## config.mk

```make
export PLATFORM = sky130hd
export DESIGN_NAME = mar_top
export DESIGN_NICKNAME = d
export VERILOG_FILES = /design/src/inc/mar_pkg.sv /design/src/design/mar_conv.sv /design/src/design/mar_top.sv
export SDC_FILE = /design/constraint.sdc
export NUM_CORES = 2
export LEC_CHECK = 0
export BUFFER_PORTS_ARGS = -buffer_cell sky130_fd_sc_hd__buf_2
export CAP_MARGIN = 15
export CORE_MARGIN = 4
export CORE_UTILIZATION = 25
export CTS_CLUSTER_DIAMETER = 40
export DETAILED_ROUTE_END_ITERATION = 8
export GPL_TIMING_DRIVEN = 0
export PLACE_DENSITY_LB_ADDON = 0.05
export SLEW_MARGIN = 20
export SYNTH_ARGS = -nofsm -noshare
export SYNTH_HDL_FRONTEND = slang
export SYNTH_SLANG_ARGS = --single-unit
```

## constraint.sdc

```tcl
create_clock -name core_clk -period 46.2 [get_ports core_clk]
set_input_delay 2.31 -clock core_clk [delete_from_list [all_inputs] [get_ports core_clk]]
set_output_delay 2.31 -clock core_clk [all_outputs]
set_load 0.05 [all_outputs]
```

## src/inc/mar_pkg.sv

```systemverilog
// Purpose: shared constants for the multichannel converter readout block
// Assumes: core clock of 125 MHz
// Notes:   times are kept in ns and turned into cycle counts here
`default_nettype none
package mar_pkg;
   // ==========================================================
   // clock and timing
   localparam int CLK_PERIOD_NS   = 8;
   localparam int CONV_TIME_NS    = 2000;
   localparam int CONV_CYCLES     = CONV_TIME_NS / CLK_PERIOD_NS;
   localparam int CH_LIMIT_NS     = 4000;
   localparam int SWEEP_LIMIT_NS  = 12000;
   localparam int CH_LIMIT_CYC    = CH_LIMIT_NS / CLK_PERIOD_NS;
   localparam int SWEEP_LIMIT_CYC = SWEEP_LIMIT_NS / CLK_PERIOD_NS;
   // ==========================================================
   // geometry
   localparam int N_CONV       = 2;
   localparam int PINS_PER_CONV = 4;
   localparam int N_CHAN       = N_CONV * PINS_PER_CONV;
   localparam int SAMPLE_W     = 12;
   localparam int MAX_DEPTH    = 9;
   localparam int DEPTH_W      = 4;
   localparam int SUM_W        = 16;
   localparam int CNT_W        = 10;
   // ==========================================================
   // reset values
   localparam logic [3:0]  DEPTH_RST  = 4'h1;
   localparam logic [11:0] SAMPLE_RST = 12'h000;
   // ==========================================================
   // readout states
   typedef enum logic [1:0] {
      MAR_IDLE = 2'b00,
      MAR_CONV = 2'b01,
      MAR_SUM  = 2'b11,
      MAR_DONE = 2'b10
   } mar_state_t;
endpackage
`default_nettype wire

```

## src/design/mar_conv.sv

```systemverilog
// Purpose: one 12-bit converter channel with a four-pin input mux
// Assumes: pin codes are the already-quantised 0..5 V readings
// Notes:   conversion takes a fixed count of core clocks
`timescale 1ns/100ps
`default_nettype none
module mar_conv (
   input  wire logic        core_clk,
   input  wire logic        rst_b,
   input  wire logic        start,
   input  wire logic [1:0]  pin_sel,
   input  wire logic [47:0] pin_code,
   output logic             done,
   output logic [11:0]      result
);
   logic [mar_pkg::CNT_W-1:0] cnt;
   logic [mar_pkg::CNT_W-1:0] next_cnt;
   logic                      busy;
   logic                      next_busy;
   logic                      next_done;
   logic [11:0]               next_result;
   logic [1:0]                sel;
   logic [1:0]                next_sel;

   // ==========================================================
   // conversion timer
   always_comb begin
      next_cnt    = cnt;
      next_busy   = busy;
      next_done   = 1'b0;
      next_result = result;
      next_sel    = sel;
      if (start && !busy) begin
         next_busy = 1'b1;
         next_sel  = pin_sel;
         next_cnt  = mar_pkg::CNT_W'(mar_pkg::CONV_CYCLES - 1);
      end else if (busy) begin
         if (cnt == '0) begin
            next_busy   = 1'b0;
            next_done   = 1'b1;
            next_result = pin_code[sel*12 +: 12];
         end else begin
            next_cnt = cnt - 1'b1;
         end
      end
   end

   always_ff @(posedge core_clk or negedge rst_b) begin
      if (!rst_b) begin
         cnt    <= '0;
         busy   <= 1'b0;
         done   <= 1'b0;
         result <= 12'h000;
         sel    <= 2'h0;
      end else begin
         cnt    <= next_cnt;
         busy   <= next_busy;
         done   <= next_done;
         result <= next_result;
         sel    <= next_sel;
      end
   end
endmodule
`default_nettype wire

```

## src/design/mar_top.sv

```systemverilog
// Purpose: eight-channel converter readout with per-channel moving average
// Assumes: analog inputs arrive as 12-bit codes of 0..5 V per pin
// Notes:   one request at a time; sweep runs both converters together
`timescale 1ns/100ps
`default_nettype none
module mar_top (
   input  wire logic        core_clk,
   input  wire logic        rst_b,
   input  wire logic [95:0] ain_code,
   input  wire logic        req,
   input  wire logic        req_sweep,
   input  wire logic [2:0]  req_chan,
   input  wire logic        avg_en,
   input  wire logic [3:0]  avg_depth,
   output logic             busy,
   output logic             rd_valid,
   output logic [2:0]       rd_chan,
   output logic [11:0]      rd_data
);
   logic [11:0]        hist [mar_pkg::N_CHAN][mar_pkg::MAX_DEPTH];
   logic [3:0]         wptr [mar_pkg::N_CHAN];
   logic [3:0]         fill [mar_pkg::N_CHAN];
   mar_pkg::mar_state_t state;
   mar_pkg::mar_state_t next_state;
   logic [2:0]         cur;
   logic [2:0]         next_cur;
   logic               sweep;
   logic               next_sweep;
   logic [3:0]         depth;
   logic [3:0]         next_depth;
   logic               avg;
   logic               next_avg;
   logic [1:0]         pending;
   logic [1:0]         next_pending;
   logic [15:0]        sum;
   logic [15:0]        next_sum;
   logic [3:0]         idx;
   logic [3:0]         next_idx;
   logic [2:0]         out_q [2];
   logic [1:0]         out_n;
   logic [1:0]         next_out_n;
   logic [2:0]         next_out0;
   logic [2:0]         next_out1;
   logic               next_busy;
   logic               next_rd_valid;
   logic [2:0]         next_rd_chan;
   logic [11:0]        next_rd_data;
   logic               cv_start [2];
   logic [1:0]         cv_sel;
   logic [1:0]         cv_sel_q;
   logic               cv_done [2];
   logic [11:0]        cv_res [2];
   logic [3:0]         eff_depth;
   logic [3:0]         rd_idx;
   logic [2:0]         sum_chan;

   // ==========================================================
   // converters
   genvar g;
   generate
      for (g = 0; g < mar_pkg::N_CONV; g = g + 1) begin : g_conv
         mar_conv mar_conv_i (
            .core_clk (core_clk),
            .rst_b    (rst_b),
            .start    (cv_start[g]),
            .pin_sel  (cv_sel),
            .pin_code (ain_code[g*48 +: 48]),
            .done     (cv_done[g]),
            .result   (cv_res[g])
         );
      end
   endgenerate

   // conversion starts from a request in IDLE, or from DONE for the next sweep step
   always_comb begin
      cv_sel      = sweep ? cur[1:0] : req_chan[1:0];
      cv_start[0] = 1'b0;
      cv_start[1] = 1'b0;
      if (state == mar_pkg::MAR_IDLE && req) begin
         cv_start[0] = req_sweep || !req_chan[2];
         cv_start[1] = req_sweep || req_chan[2];
         cv_sel      = req_sweep ? 2'h0 : req_chan[1:0];
      end else if (state == mar_pkg::MAR_DONE && sweep && cur[1:0] != 2'h3 && out_n == 2'h0) begin
         cv_start[0] = 1'b1;
         cv_start[1] = 1'b1;
         cv_sel      = cur[1:0] + 2'h1;
      end
   end

   // ==========================================================
   // history buffers
   always_ff @(posedge core_clk or negedge rst_b) begin
      if (!rst_b) begin
         for (int c = 0; c < mar_pkg::N_CHAN; c++) begin
            wptr[c] <= 4'h0;
            fill[c] <= 4'h0;
            for (int d = 0; d < mar_pkg::MAX_DEPTH; d++) begin
               hist[c][d] <= mar_pkg::SAMPLE_RST;
            end
         end
      end else begin
         for (int k = 0; k < mar_pkg::N_CONV; k++) begin
            if (cv_done[k]) begin
               hist[{k[0], cv_sel_q}][wptr[{k[0], cv_sel_q}]] <= cv_res[k];
               wptr[{k[0], cv_sel_q}] <= (wptr[{k[0], cv_sel_q}] == 4'(mar_pkg::MAX_DEPTH - 1))
                                         ? 4'h0 : wptr[{k[0], cv_sel_q}] + 4'h1;
               if (fill[{k[0], cv_sel_q}] != 4'(mar_pkg::MAX_DEPTH)) begin
                  fill[{k[0], cv_sel_q}] <= fill[{k[0], cv_sel_q}] + 4'h1;
               end
            end
         end
      end
   end

   always_ff @(posedge core_clk or negedge rst_b) begin
      if (!rst_b) begin
         cv_sel_q <= 2'h0;
      end else if (cv_start[0] || cv_start[1]) begin
         cv_sel_q <= cv_sel;
      end
   end

   // ==========================================================
   // depth clamp and summing index
   always_comb begin
      sum_chan = out_q[0];
      if (!avg || depth == 4'h0) begin
         eff_depth = 4'h1;
      end else if (depth > 4'(mar_pkg::MAX_DEPTH)) begin
         eff_depth = 4'(mar_pkg::MAX_DEPTH);
      end else begin
         eff_depth = depth;
      end
      if (fill[sum_chan] < eff_depth && fill[sum_chan] != 4'h0) begin
         eff_depth = fill[sum_chan];
      end
      rd_idx   = (wptr[sum_chan] > idx) ? wptr[sum_chan] - idx - 4'h1
                 : 4'(mar_pkg::MAX_DEPTH) + wptr[sum_chan] - idx - 4'h1;
   end

   // ==========================================================
   // sequencing
   always_comb begin
      next_state    = state;
      next_cur      = cur;
      next_sweep    = sweep;
      next_depth    = depth;
      next_avg      = avg;
      next_pending  = pending;
      next_sum      = sum;
      next_idx      = idx;
      next_out_n    = out_n;
      next_out0     = out_q[0];
      next_out1     = out_q[1];
      next_busy     = busy;
      next_rd_valid = 1'b0;
      next_rd_chan  = rd_chan;
      next_rd_data  = rd_data;
      case (state)
         mar_pkg::MAR_IDLE: begin
            if (req) begin
               next_state   = mar_pkg::MAR_CONV;
               next_busy    = 1'b1;
               next_sweep   = req_sweep;
               next_cur     = req_sweep ? 3'h0 : req_chan;
               next_depth   = avg_depth;
               next_avg     = avg_en;
               next_pending = req_sweep ? 2'h2 : 2'h1;
            end
         end
         mar_pkg::MAR_CONV: begin
            if (cv_done[0] || cv_done[1]) begin
               next_state = mar_pkg::MAR_SUM;
               next_sum   = 16'h0000;
               next_idx   = 4'h0;
               next_out_n = next_pending;
               next_out0  = sweep ? {1'b0, cur[1:0]} : cur;
               next_out1  = {1'b1, cur[1:0]};
            end
         end
         mar_pkg::MAR_SUM: begin
            if (idx == eff_depth) begin
               next_rd_valid = 1'b1;
               next_rd_chan  = out_q[0];
               next_rd_data  = 12'(sum / 16'(eff_depth));
               next_out0     = out_q[1];
               next_out_n    = out_n - 2'h1;
               next_sum      = 16'h0000;
               next_idx      = 4'h0;
               if (out_n == 2'h1) begin
                  next_state = mar_pkg::MAR_DONE;
               end
            end else begin
               next_sum = sum + 16'(hist[sum_chan][rd_idx]);
               next_idx = idx + 4'h1;
            end
         end
         mar_pkg::MAR_DONE: begin
            if (sweep && cur[1:0] != 2'h3) begin
               next_cur   = cur + 3'h1;
               next_state = mar_pkg::MAR_CONV;
            end else begin
               next_state = mar_pkg::MAR_IDLE;
               next_busy  = 1'b0;
            end
         end
         default: begin
            next_state = mar_pkg::MAR_IDLE;
            next_busy  = 1'b0;
         end
      endcase
   end

   always_ff @(posedge core_clk or negedge rst_b) begin
      if (!rst_b) begin
         state    <= mar_pkg::MAR_IDLE;
         cur      <= 3'h0;
         sweep    <= 1'b0;
         depth    <= mar_pkg::DEPTH_RST;
         avg      <= 1'b0;
         pending  <= 2'h0;
         sum      <= 16'h0000;
         idx      <= 4'h0;
         out_n    <= 2'h0;
         out_q[0] <= 3'h0;
         out_q[1] <= 3'h0;
         busy     <= 1'b0;
         rd_valid <= 1'b0;
         rd_chan  <= 3'h0;
         rd_data  <= 12'h000;
      end else begin
         state    <= next_state;
         cur      <= next_cur;
         sweep    <= next_sweep;
         depth    <= next_depth;
         avg      <= next_avg;
         pending  <= next_pending;
         sum      <= next_sum;
         idx      <= next_idx;
         out_n    <= next_out_n;
         out_q[0] <= next_out0;
         out_q[1] <= next_out1;
         busy     <= next_busy;
         rd_valid <= next_rd_valid;
         rd_chan  <= next_rd_chan;
         rd_data  <= next_rd_data;
      end
   end
endmodule
`default_nettype wire

```

==> flow_summary.ini <==
[clocking]
cts-root-buf = clkbuf_16
cts_htree_levels = 4
cts_tree = done
postCtsHoldBufs = 0
clock_latency_ns = 0.88
cts_buffer_depth = 3
clkTransAtPathRegs_ns = 0.04
cts_buffers = 227
post-cts-setup-buffer-count = 0
clkSinkCount = 1039
cts_resized = 0

[power_and_ir_drop]
p_per_area_nw_per_um2 = 91.0
pwr-share-seq = 0.151
pwr-share-comb = 0.548
p_sw_mw = 2.65
intPower_mw = 3.40
swShare = 0.438
p_leak_nw = 30.2
power.share.clock = 0.300
ir_drop_mv = 0.264

[worst_setup_path]
cp-start-kind = register
worst-path-buf-inv = 8
criticalPathCategory = reg2reg
rr_endpoint = rd_data[0]
cp_data_required_time_ns = 46.86
cp-end-kind = register
cp_num_cells = 140
worstPathArrival_ns = 34.61
slowest_stage = or4b_1
r2r-start = sum_chan[2]
reg2reg_depth = 140
setup.worst_path.end = rd_data[0]
path_common_cell = o21a_1
crit_start = sum_chan[2]
path_max_fanout = 17
ff2ff_setup_slack_ns = 12.25
cpLargestDelayFamily = compound AO/OA/AOI/OAI gates
max_stage_delay_ns = 0.59

[detailed_routing]
drc = 0
wl_met1_mm = 94.6
drt_pass1_iterations = 5
drt-initial-drc-count = 1680
wl_met3_mm = 7.75
vias_per_cell = 4.72
vias = 34255
wl_per_cell_um = 27.4
highest_layer = met4
wl_met2_mm = 92.5
ant_nets = 0
wl_mm = 199

[synth]
syn_inst = 3868
syn_nets = 4080
yosys.area.top_type = dfrtp_1
synth_ff_type = dfrtp_1
postSynth.asyncResetShare = 1.00
syn-mean-instance-area_um2 = 13.7
synthTopCellsByArea = dfrtp_1 (49%), mux2_2 (20%), mux4_2 (14%)
yosysSeqAreaShare = 0.490
yosysUniqueCellTypes = 103
synth_area_um2 = 53100
synth_seq_cells = 1039
synth_edf_count = 0
synth_top_area_share = 0.489
ys_warn_count = 0

[timing]
rsz0062_at_grt = false
hold_viol = 0
fin_crit_ns = 33.95
setup_slack_ns = 12.25
clock_skew_ns = 0.0811
period_share = 0.735
clock.fmax_mhz = 29.5
worst_pin_slew_ns = 1.14
setup_violations = 0
max-slew-margin-rel = 0.239
drv_slew = 0
tns_ns = 0

[die]
die_x_um = 469
die_h_um = 469
dieArea_um2 = 220000
io_pins = 125
start_util = 0.252
core_area_um2 = 210000
row_count = 168

[finish]
fill_cells = 21026
syn_to_final_growth_pct = 25.1
drive_gt1_frac = 0.433
nets = 4450
fin_cells = 7252

[placed_design]
dp_slack_ns = 12.13
dpl.cell_count = 6814
place_congestion = 0.775
port_buffers = 124
hpwl_mm = 143

[grt]
grt_util_all_layers = 0.181
grt-ovfl-total = 0
grt_pass1_wl_mm = 283
antenna_found_initial = 31
grt_max_degree = 122
grt_pass1_vias = 36443

[worst_hold_path]
hp-class = reg2reg

[run_status]
status = completed

[run]
drv_cap = 0
-- synthesized netlist by cell type, types with 45 or more instances --
master	instances
clkbuf_1	213
inv_1	62
mux4_2	320
mux2_2	948
nand3_1	56
o21ai_0	113
buf_1	81
nand2_1	237
xnor2_1	45
nor2_1	126
mux2i_1	52
a21oi_1	58
dfrtp_1	1038
ha_1	99
-- stage by stage --
step | hold slack (ns) | power (mW) | cell area, um2 | utilization
2_1_floorplan | 0.436 | 3.51 | 53100 | -
5_1_grt | 0.496 | 6.58 | 66400 | 0.316
6_report | 0.464 | 6.05 | 66500 | 0.316
3_3_place_gp | 0.460 | 4.30 | 57200 | 0.272
4_1_cts | 0.471 | 6.14 | 66400 | 0.316
3_5_place_dp | 0.461 | 4.28 | 57700 | 0.274
-- cells by family (layout without fill, tap and decap cells) --
group,Yosys count,after routing,synth area share
mux,1326,1326,0.348
flops,1039,1039,0.490
simple gates,627,627,0.0570
buf+inv,362,931,0.0262
compound gates,348,348,0.0435
fa+ha+maj,105,105,0.0254
xor+xnor,61,61,0.0101
other cells,0,10,0
-- worst min-delay path by stage --
| stage | to | from | cells past startpoint |
|---|---|---|---|
| 6_report | out_q[2] | out_q[2] | 1 |
| 5_1_grt | out_q[2] | out_q[2] | 1 |
| 4_1_cts | out_q[2] | out_q[2] | 1 |
| 3_5_place_dp | out_q[2] | out_q[2] | 1 |
| 3_3_place_gp | out_q[2] | out_q[2] | 1 |
| 2_1_floorplan | depth[0] | depth[0] | 2 |
-- cell usage in the layout (no fill, tap or decap), types with 33 or more instances in the layout --
master	n
clkbuf_8	46
nand3_1	56
buf_2	147
clkbuf_1	221
bufinv_16	48
mux2_2	948
nor3_1	41
dfrtp_1	1038
buf_1	57
a21oi_1	57
mux2i_1	50
xnor2_1	45
mux4_2	320
inv_1	62
o21ai_0	111
nand2_1	237
o21a_1	33
ha_1	99
nor2_1	124
clkbuf_16	227
-- area by class of cell --
cell class / count / area, um2 / share of cell area
Antenna cell: 10 / 25.0 / 0.000377
Multi-Input combinational cell: 2467 / 25800 / 0.388
Buffer: 300 / 1220 / 0.0183
Clock buffer: 302 / 6420 / 0.0966
Tap cell: 2805 / 3510 / 0.0528
Timing Repair Buffer: 141 / 1010 / 0.0153
Clock inverter: 126 / 2270 / 0.0342
Inverter: 62 / 233 / 0.00350
Sequential cell: 1039 / 26000 / 0.391
-- state kept, by name, summed over array words and instances (netlist names), 4 cells and up --
register	count
hist	864
fill	32
wptr	32
g_conv.mar_conv_i.result	24
g_conv.mar_conv_i.cnt	20
sum	16
rd_data	12
depth	4
g_conv.mar_conv_i.sel	4
idx	4
-- power groups by stage --
stage / clock (mW) / sequential [mW] / combinational (mW)
detailed placement: 0 / 0.929 / 3.35
finish: 1.82 / 0.915 / 3.32
global route: 1.91 / 0.914 / 3.76
CTS: 1.86 / 0.915 / 3.36
floorplan: 0 / 0.929 / 2.58
global placement: 0 / 0.931 / 3.37
-- layer usage --
layer / global-route usage / vias to the layer above
li1: - / 15184
met1: 0.258 / 18211
met2: 0.290 / 634
met3: 0.0298 / 226
met4: 0.0406 / 0
met5: 0 / -
Note: power is estimated with default switching activity, not from simulation.
